==> src/design/smf_pkg.sv <==
package smf_pkg;
  // ----------------------------------------
  // Frame codes
  // ----------------------------------------
  localparam logic [7:0] SMF_CLASS_SECURE = 8'h0_1;
  localparam logic [7:0] SMF_HDR_NONCE_GET = 8'h0_2;
  localparam logic [7:0] SMF_HDR_NONCE_REPORT = 8'h0_3;
  localparam logic [7:0] SMF_HDR_SEALED = 8'h0_4;
  localparam logic [7:0] SMF_HDR_SEALED_NG = 8'h0_5;
  // ----------------------------------------
  // Control byte layout
  // ----------------------------------------
  localparam int SMF_CTRL_SECOND_BIT = 5;
  localparam int SMF_CTRL_SEQ_BIT = 4;
  localparam int SMF_CTRL_CNT_MSB = 3;
  localparam logic [1:0] SMF_CTRL_RSVD_VAL = 2'h0;
  localparam logic [3:0] SMF_SEQ_RESET = 4'h0;
  // ----------------------------------------
  // Sizes
  // ----------------------------------------
  localparam logic [3:0] SMF_NONCE_BYTES = 4'h8;
  localparam logic [3:0] SMF_MAC_BYTES = 4'h8;
  localparam logic [3:0] SMF_RX_REPORT_LEN = 4'hA;
  localparam int SMF_PARAM_DEPTH = 32;
  localparam logic [63:0] SMF_PRNG_SEED = 64'h0123_4567_89AB_CDEF;

  typedef enum logic [3:0] {
    SMF_S_IDLE = 4'b0000,
    SMF_S_GET_CLS = 4'b0001,
    SMF_S_GET_HDR = 4'b0010,
    SMF_S_WAIT = 4'b0011,
    SMF_S_CLS = 4'b0100,
    SMF_S_HDR = 4'b0101,
    SMF_S_IV = 4'b0110,
    SMF_S_CTRL = 4'b0111,
    SMF_S_PAY = 4'b1000,
    SMF_S_NID = 4'b1001,
    SMF_S_MAC = 4'b1010,
    SMF_S_RPL_CLS = 4'b1011,
    SMF_S_RPL_HDR = 4'b1100,
    SMF_S_RPL_NONCE = 4'b1101
  } smf_state_t;
endpackage

==> src/design/smf_framer.sv <==
`timescale 1ns/1ps
`default_nettype none
// Behaviour
// Nonce reply carries eight random bytes
// Payload protected by external AES-128 keystream
// Nonce-requesting frame also requests next nonce
// Receiver discards frames after nonce expiry
// IV holds internal nonce; key uses both
// Frame byte order class header IV ctrl
// Control byte field positions fixed
// Reserved control bits sent zero, ignored
// Sequenced flag set only when split
// First split frame uses nonce-requesting variant
// Class and command bytes only first frame
// Sequenced and second flags decode frame
// Receiver pairs sender id with counter
// Counter advances per new split command
// Payload class, command, then parameters
// Nonce identifier byte follows payload
// Receiver checks eight-byte authentication code
// Receiver nonce timer three to twenty seconds
// Each nonce used for one frame only
// Receiver timer starts at reply transmission
// Sequence counter wraps modulo sixteen
module smf_framer
  import smf_pkg::*;
(
  // Clock and reset
  input wire logic i_clk,
  input wire logic i_rstn,
  // Parameter memory write
  input wire logic i_param_wr,
  input wire logic [4:0] i_param_addr,
  input wire logic [7:0] i_param_byte,
  // Command request
  input wire logic i_cmd_valid,
  input wire logic [7:0] i_cmd_class,
  input wire logic [7:0] i_cmd_id,
  input wire logic i_cmd_split,
  input wire logic i_cmd_stream,
  input wire logic [5:0] i_len_first,
  input wire logic [5:0] i_len_second,
  output logic o_busy,
  output logic o_done,
  // Cipher engine
  input wire logic [7:0] i_ks_byte,
  input wire logic [63:0] i_mac,
  input wire logic i_mac_valid,
  output logic [63:0] o_ext_nonce,
  output logic [63:0] o_int_nonce,
  output logic [6:0] o_cipher_idx,
  // Transmit byte stream
  input wire logic i_tx_ready,
  output logic [7:0] o_tx_byte,
  output logic o_tx_valid,
  output logic o_tx_last,
  // Receive byte stream
  input wire logic [7:0] i_rx_byte,
  input wire logic i_rx_valid,
  input wire logic i_rx_last,
  // Status
  output logic o_nonce_valid,
  output logic [3:0] o_seq_cnt
);
  logic [7:0] params [SMF_PARAM_DEPTH];
  logic [63:0] rand_word;
  smf_state_t state, next_state;
  logic [3:0] idx, next_idx;
  logic [6:0] pay_pos, next_pay_pos;
  logic [4:0] pptr, next_pptr;
  logic [7:0] cls, next_cls, cid, next_cid;
  logic split, next_split, stream, next_stream, second, next_second;
  logic [5:0] len1, next_len1, len2, next_len2;
  logic [3:0] seq, next_seq;
  logic [63:0] ext_n, next_ext_n, int_n, next_int_n, rpl_n, next_rpl_n;
  logic nvalid, next_nvalid, rpl_pend, next_rpl_pend;
  logic [3:0] rx_cnt, next_rx_cnt;
  logic [7:0] rx_hdr, next_rx_hdr;
  logic [7:0] tx_byte, next_tx_byte;
  logic tx_valid, next_tx_valid, tx_last, next_tx_last, done, next_done, busy, next_busy;
  logic load, emit, fin, rpt_set, get_set;
  logic [7:0] ebyte, plain;
  logic [6:0] flen;
  smf_prng u_prng (
    .i_clk(i_clk),
    .i_rstn(i_rstn),
    .o_rand(rand_word)
  );
  // ----------------------------------------
  // Parameter memory
  // ----------------------------------------
  always_ff @(posedge i_clk) begin
    if (i_param_wr) begin
      params[i_param_addr] <= i_param_byte;
    end
  end
  // ----------------------------------------
  // Next state
  // ----------------------------------------
  always_comb begin
    next_state = state;
    next_seq = seq;
    {next_idx, next_pay_pos, next_pptr, next_cls, next_cid} = {idx, pay_pos, pptr, cls, cid};
    {next_split, next_stream, next_second, next_len1, next_len2} = {split, stream, second, len1, len2};
    {next_ext_n, next_int_n, next_rpl_n} = {ext_n, int_n, rpl_n};
    {next_nvalid, next_rpl_pend, next_rx_cnt, next_rx_hdr} = {nvalid, rpl_pend, rx_cnt, rx_hdr};
    {next_tx_byte, next_tx_valid, next_tx_last} = {tx_byte, tx_valid, tx_last};
    next_done = 1'b0;
    load = !tx_valid || i_tx_ready;
    emit = 1'b0;
    fin = 1'b0;
    ebyte = 8'h0_0;
    flen = second ? {1'b0, len2} : 7'(len1) + 7'h2;
    plain = (second || pay_pos >= 7'h0_2) ? params[pptr] : (pay_pos == 7'h0_0 ? cls : cid);
    rpt_set = i_rx_valid && i_rx_last && rx_cnt == 4'(SMF_RX_REPORT_LEN - 4'h1) && rx_hdr == SMF_HDR_NONCE_REPORT;
    get_set = i_rx_valid && i_rx_last && rx_cnt == 4'h1 && i_rx_byte == SMF_HDR_NONCE_GET;
    // Receive side: nonce reports and nonce requests
    if (i_rx_valid) begin
      next_rx_cnt = i_rx_last ? 4'h0 : 4'(rx_cnt + 4'h1);
      if (rx_cnt == 4'h1) next_rx_hdr = i_rx_byte;
      if (rx_hdr == SMF_HDR_NONCE_REPORT && rx_cnt >= 4'h2 && rx_cnt < SMF_RX_REPORT_LEN) begin
        next_ext_n = {ext_n[55:0], i_rx_byte};
      end
      if (rpt_set) next_nvalid = 1'b1;
      if (get_set) next_rpl_pend = 1'b1;
    end
    unique case (state)
      SMF_S_IDLE: begin
        if (rpl_pend) begin
          next_state = SMF_S_RPL_CLS;
          next_rpl_n = rand_word;
        end else if (i_cmd_valid) begin
          next_cls = i_cmd_class;
          next_cid = i_cmd_id;
          next_split = i_cmd_split;
          next_stream = i_cmd_stream;
          next_len1 = i_len_first;
          next_len2 = i_len_second;
          next_second = 1'b0;
          next_pptr = 5'h0_0;
          next_seq = i_cmd_split ? 4'(seq + 4'h1) : seq;
          next_state = nvalid ? SMF_S_CLS : SMF_S_GET_CLS;
        end
      end
      SMF_S_GET_CLS: begin
        emit = 1'b1;
        ebyte = SMF_CLASS_SECURE;
        if (load) next_state = SMF_S_GET_HDR;
      end
      SMF_S_GET_HDR: begin
        emit = 1'b1;
        fin = 1'b1;
        ebyte = SMF_HDR_NONCE_GET;
        if (load) next_state = SMF_S_WAIT;
      end
      SMF_S_WAIT: begin
        if (nvalid) begin
          next_state = SMF_S_CLS;
        end else if (rpl_pend) begin
          next_state = SMF_S_RPL_CLS;
          next_rpl_n = rand_word;
        end
      end
      SMF_S_CLS: begin
        emit = 1'b1;
        ebyte = SMF_CLASS_SECURE;
        next_int_n = rand_word;
        next_idx = 4'h0;
        next_pay_pos = 7'h0_0;
        if (load) next_state = SMF_S_HDR;
      end
      SMF_S_HDR: begin
        emit = 1'b1;
        // First of two always requests, second or single only when streaming
        ebyte = ((split && !second) || stream) ? SMF_HDR_SEALED_NG : SMF_HDR_SEALED;
        if (load) next_state = SMF_S_IV;
      end
      SMF_S_IV: begin
        emit = 1'b1;
        ebyte = int_n[8'(63 - 8 * idx) -: 8];
        if (load) begin
          next_idx = 4'(idx + 4'h1);
          if (idx == 4'(SMF_NONCE_BYTES - 4'h1)) next_state = SMF_S_CTRL;
        end
      end
      SMF_S_CTRL: begin
        emit = 1'b1;
        ebyte = {SMF_CTRL_RSVD_VAL, second, split, seq};
        if (load) next_state = SMF_S_PAY;
      end
      SMF_S_PAY: begin
        if (pay_pos >= flen) begin
          next_state = SMF_S_NID;
        end else begin
          emit = 1'b1;
          ebyte = plain ^ i_ks_byte;
          if (load) begin
            next_pay_pos = 7'(pay_pos + 7'h1);
            if (second || pay_pos >= 7'h2) next_pptr = 5'(pptr + 5'h1);
          end
        end
      end
      SMF_S_NID: begin
        emit = 1'b1;
        ebyte = ext_n[63:56];
        next_idx = 4'h0;
        if (load) next_state = SMF_S_MAC;
      end
      SMF_S_MAC: begin
        if (i_mac_valid) begin
          emit = 1'b1;
          fin = idx == 4'(SMF_MAC_BYTES - 4'h1);
          ebyte = i_mac[8'(63 - 8 * idx) -: 8];
          if (load) begin
            next_idx = 4'(idx + 4'h1);
            if (fin) begin
              next_nvalid = rpt_set;
              if (split && !second) begin
                next_second = 1'b1;
                next_state = SMF_S_WAIT;
              end else begin
                next_done = 1'b1;
                next_state = SMF_S_IDLE;
              end
            end
          end
        end
      end
      SMF_S_RPL_CLS: begin
        emit = 1'b1;
        ebyte = SMF_CLASS_SECURE;
        next_idx = 4'h0;
        if (load) next_state = SMF_S_RPL_HDR;
      end
      SMF_S_RPL_HDR: begin
        emit = 1'b1;
        ebyte = SMF_HDR_NONCE_REPORT;
        if (load) next_state = SMF_S_RPL_NONCE;
      end
      SMF_S_RPL_NONCE: begin
        emit = 1'b1;
        fin = idx == 4'(SMF_NONCE_BYTES - 4'h1);
        ebyte = rpl_n[8'(63 - 8 * idx) -: 8];
        if (load) begin
          next_idx = 4'(idx + 4'h1);
          if (fin) begin
            next_rpl_pend = get_set;
            next_state = (cls == 8'h0_0 && !split) || !second ? SMF_S_IDLE : SMF_S_WAIT;
          end
        end
      end
      default: next_state = SMF_S_IDLE;
    endcase
    if (load) begin
      next_tx_valid = emit;
      next_tx_byte = emit ? ebyte : tx_byte;
      next_tx_last = emit && fin;
    end
    next_busy = next_state != SMF_S_IDLE;
  end
  // ----------------------------------------
  // Registers
  // ----------------------------------------
  always_ff @(posedge i_clk or negedge i_rstn) begin
    if (!i_rstn) begin
      state <= SMF_S_IDLE;
      seq <= SMF_SEQ_RESET;
      {idx, pay_pos, pptr, cls, cid, split, stream, second, len1, len2} <= '0;
      {ext_n, int_n, rpl_n, nvalid, rpl_pend, rx_cnt, rx_hdr} <= '0;
      {tx_byte, tx_valid, tx_last, done, busy} <= '0;
    end else begin
      state <= next_state;
      seq <= next_seq;
      {idx, pay_pos, pptr, cls, cid} <= {next_idx, next_pay_pos, next_pptr, next_cls, next_cid};
      {split, stream, second, len1, len2} <= {next_split, next_stream, next_second, next_len1, next_len2};
      {ext_n, int_n, rpl_n} <= {next_ext_n, next_int_n, next_rpl_n};
      {nvalid, rpl_pend, rx_cnt, rx_hdr} <= {next_nvalid, next_rpl_pend, next_rx_cnt, next_rx_hdr};
      {tx_byte, tx_valid, tx_last, done, busy} <= {next_tx_byte, next_tx_valid, next_tx_last, next_done, next_busy};
    end
  end
  // ----------------------------------------
  // Outputs
  // ----------------------------------------
  assign o_busy = busy;
  assign o_done = done;
  assign o_ext_nonce = ext_n;
  assign o_int_nonce = int_n;
  assign o_cipher_idx = pay_pos;
  assign o_tx_byte = tx_byte;
  assign o_tx_valid = tx_valid;
  assign o_tx_last = tx_last;
  assign o_nonce_valid = nvalid;
  assign o_seq_cnt = seq;
endmodule
`default_nettype wire

==> src/design/smf_prng.sv <==
`timescale 1ns/1ps
`default_nettype none
module smf_prng
  import smf_pkg::*;
(
  // Clock and reset
  input wire logic i_clk,
  input wire logic i_rstn,
  // Random word
  output logic [63:0] o_rand
);
  logic [63:0] state;
  logic [63:0] next_state;
  logic [63:0] t1;
  logic [63:0] t2;

  // ----------------------------------------
  // Xorshift step every cycle
  // ----------------------------------------
  always_comb begin
    t1 = state ^ (state << 13);
    t2 = t1 ^ (t1 >> 7);
    next_state = t2 ^ (t2 << 17);
  end

  always_ff @(posedge i_clk or negedge i_rstn) begin
    if (!i_rstn) begin
      state <= SMF_PRNG_SEED;
    end else begin
      state <= next_state;
    end
  end

  assign o_rand = state;
endmodule
`default_nettype wire

==> config.mk <==
export PLATFORM = sky130hd
export DESIGN_NAME = smf_framer
export DESIGN_NICKNAME = d
export VERILOG_FILES = /design/src/design/smf_pkg.sv /design/src/design/smf_framer.sv /design/src/design/smf_prng.sv
export SDC_FILE = /design/constraint.sdc
export NUM_CORES = 1
export LEC_CHECK = 0
export BUFFER_PORTS_ARGS = -buffer_cell sky130_fd_sc_hd__buf_2
export CAP_MARGIN = 20
export CELL_PAD_IN_SITES_DETAIL_PLACEMENT = 1
export CELL_PAD_IN_SITES_GLOBAL_PLACEMENT = 1
export CORE_UTILIZATION = 52
export DETAILED_ROUTE_END_ITERATION = 7
export GPL_TIMING_DRIVEN = 0
export PLACE_DENSITY = 0.86
export SLEW_MARGIN = 20
export SYNTH_ARGS = -nofsm -noshare
export SYNTH_HDL_FRONTEND = slang
export SYNTH_SLANG_ARGS = --single-unit
==> constraint.sdc <==
create_clock -name i_clk -period 6.1 [get_ports i_clk]
set_clock_uncertainty 0.1 [all_clocks]
set_input_delay 0.305 -clock i_clk [delete_from_list [all_inputs] [get_ports i_clk]]
set_output_delay 0.305 -clock i_clk [all_outputs]
set_load 0.05 [all_outputs]
==> results.md <==
- Status: finished, final reports clean
- Least-Margin Pin Slew: 1.11 ns
- MaxCap Viol Count: 0
- Total CTS buffers: 61
- Ys async rst share: 56.8%
- Die width: 227 um
- Synth Instances: 2,009
- Peak supply drop: 0.265 mV
- 1st-iter DRT viols: 2,086
- CP startpoint kind: register
- Initial antenna violation count: 5
- Most frequent cells in the layout: 425 x nand2_1, 312 x buf_2, 305 x dfrtp_1
- Vias in the first global route: 20,671
- Fin crit period: 3.80 ns
- Synthesized area: 26,400 sq um
- FP Rows: 82
- WP data required: 6.57 ns
- CP Max Fanout: 10
- DR vias: 19,353
- Die area: 51,700 sq um
- Synthesized flop and latch total: 593
- Slowest CP cell: a2111oi_4
- CP Cell Sequence: buf_1, mux2_2, ha_1, nand2b_1, a31oi_1, o21ai_1, a2111oi_4, nand4_1, or4_1, nand2_1
- Synth Flop Type: dfrtp_1
- Max layer used: met5
- CTS tree: yes
- PwrDens: 380 nW/um^2
- Die Y: 227 um
- Setup CP Type: reg2reg
- Synth Net Count: 2,157
- Syn-to-layout area delta: 18.4%
- Dpl ws: 2.39 ns
- Endpoints failing setup: 0
- Root buf cell: clkbuf_16
- Fmax: 263 MHz
- Sequential area share after synthesis: 61.2%
- Detailed-route wire length: 89.5 mm
- Met2 wire length: 44.1 mm
- Synth warn: 0
- Global Route Usage Sum: 35.1%
- CORE AREA: 50,200 sq um
- DR WL met3: 6.72 mm
- Fillers: 4,930
- Setup crit end kind: register
- Post-DR wirelength/cell: 28.6 um
- Slew Limit Fails: 0
- CTS clk-pin slew, worst paths: 0.07 ns
- Max stage delay on crit path: 0.55 ns
- Layout cells sized above 1: 27.2%
- Clk sinks: 593
- Residual DRC: 0
- I/O pin count: 283
- Hold_ws: 0.0485 ns
- Fin nets: 2,552
- RSZ-0062 raised after global routing: false
- Leading cell type in the layout, fill and taps excluded: nand2_1
- Avg Inst Size Synth: 13.1 sq um
- Final ANT Viol Nets: 0
- Crit path max-delay family: simple AND/OR/NAND/NOR gates
- H-tree levels: 2
- Detailed Place HPWL: 61.1 mm
- First-pass iteration count of the detailed router: 7
- Worst-skew pair later-pin latency: 0.66 ns
- Arr. time, crit path: 4.26 ns
- Hold Crit Class: in2reg
- Total grt overflow: 0
- Clock Tree Buf Depth: 3
- Synth cell types: 69
- Postcts setup bufs: 0
- Largest net degree at the start of global routing: 103
- Starting Density: 52.6%
- Met1 wire length: 33.8 mm
- DR vias/cell: 6.18
- First-pass GRT wire length: 132 mm
- Bufs and invs on worst path: 1
- Hold Vio Cnt, Final: 0
- Post-synth EDFFs: 256
- Final worst slack: 2.30 ns
- Slew headroom: 26.0%
- Final Wtd Congestion: 0.901
- # port buffers: 281
- Static leakage: 13.5 nW
- Crit share post-route: 62.3%
timing repair:
item,CTS,global route
resized for setup,0,0
hold buffers,47,0
hold endpoints to repair,139,0
state kept, by name (all words and copies together), names as in the netlist, 6 cells and up:
signal / count
cid: 8
cls: 8
len1: 6
len2: 6
o_cipher_idx: 7
o_ext_nonce: 64
o_int_nonce: 64
o_tx_byte: 8
params: 256
rpl_n: 64
rx_hdr: 8
u_prng.o_rand: 64
final cells by class:
| type | count | area [sq um] | area share (%) |
|---|---|---|---|
| flip-flops and latches | 593 | 16200 | 51.7 |
| diodes | 3 | 7.51 | 0.0240 |
| inverters | 15 | 56.3 | 0.180 |
| plain buffers | 101 | 519 | 1.66 |
| multi-input cells | 1300 | 9690 | 31.0 |
| well taps | 672 | 841 | 2.69 |
| clock inverters | 30 | 349 | 1.12 |
| repair buffers | 332 | 1980 | 6.32 |
| clock buffers | 85 | 1670 | 5.33 |
worst reg2reg max path, stage by stage, from the launching register on:
cell       delay (ns)
dfrtp_1          0.53
buf_1            0.47
mux2_2           0.43
ha_1             0.29
nand2b_1         0.17
a31oi_1          0.22
o21ai_1          0.18
a2111oi_4        0.55
nand4_1          0.24
or4_1            0.46
nand2_1          0.10
path summary, 6_finish.rpt:
check                      depth (start not counted)  slack (ns)        start              end
max in group asynchronous                          3        4.71       i_rstn        rx_hdr[6]
min                                                3        0.05  i_mac_valid         state[3]
min reg2reg                                        1        0.40    rx_hdr[6]        rx_hdr[6]
max                                               10        2.30       second  o_cipher_idx[6]
max reg2reg                                       10        2.30       second  o_cipher_idx[6]
min in group asynchronous                          2        0.19       i_rstn  o_int_nonce[58]
synth_stat cells (8+ instances only):
cell type    n  share of area (%)
inv_1       15               0.21
mux4_2      64                5.5
a31oi_1     26               0.62
mux2_2     138                5.9
xor2_1      59                2.0
mux2i_1     67                2.5
nor2b_1      9               0.21
o22ai_1     12               0.28
ha_1        17               0.81
a221oi_1     8               0.27
buf_1        9               0.13
o21ai_0     37               0.70
xnor2_1    130                4.3
dfstp_2     32                3.2
nand3_1     47               0.89
nor2_1      73                1.0
a21oi_1     27               0.51
edfxtp_1   256                 29
nand2_1    425                6.0
buf_2       32               0.61
buf_4        9               0.26
dfrtp_1    305                 29
nand2b_1     9               0.21
nand4_1     17               0.40
a32oi_1     17               0.56
clkbuf_1    45               0.64
or4_1        9               0.26
metrics by stage:
stage / TNS (ns) / power [mW] / instances / util (%) / instance area [sq um]
after floorplan: 0 / 6.68 / 2009 / - / 26400
after global placement: -528.94 / 7.76 / 2962 / 57.1 / 28700
after detailed placement: 0 / 7.90 / 2966 / 57.3 / 28800
after CTS: 0 / 11.7 / 3128 / 62.3 / 31300
after global routing: 0 / 12.2 / 3131 / 62.3 / 31300
final: 0 / 11.9 / 3131 / 62.3 / 31300
power by group:
group	switching (mW)	internal, mW
clock network	1.64	2.20
registers	0.248	4.41
logic	2.24	1.12
total	4.13	7.73
layer usage:
metal  vias up  global-route usage, %
li1       8034                      -
met1      9998                   43.5
met2      1046                   58.4
met3       273                   5.99
met4         2                   19.8
met5         -                      0
cell families (layout without fill, tap and decap cells):
logic type                 Yosys count  count (layout)  share of synthesized area (%)
AOI/OAI and AO/OA                  182             182                           4.76
xor gates and xnor gates           189             189                           6.27
adders and majority gates           17              17                          0.805
buffers and inverters              116             563                           2.18
DFF                                593             593                           61.2
muxes                              277             277                           14.5
other                                0               3                              0
and+or+nand+nor                    635             635                           10.3
No activity file was read; power rests on OpenSTA's default activity.
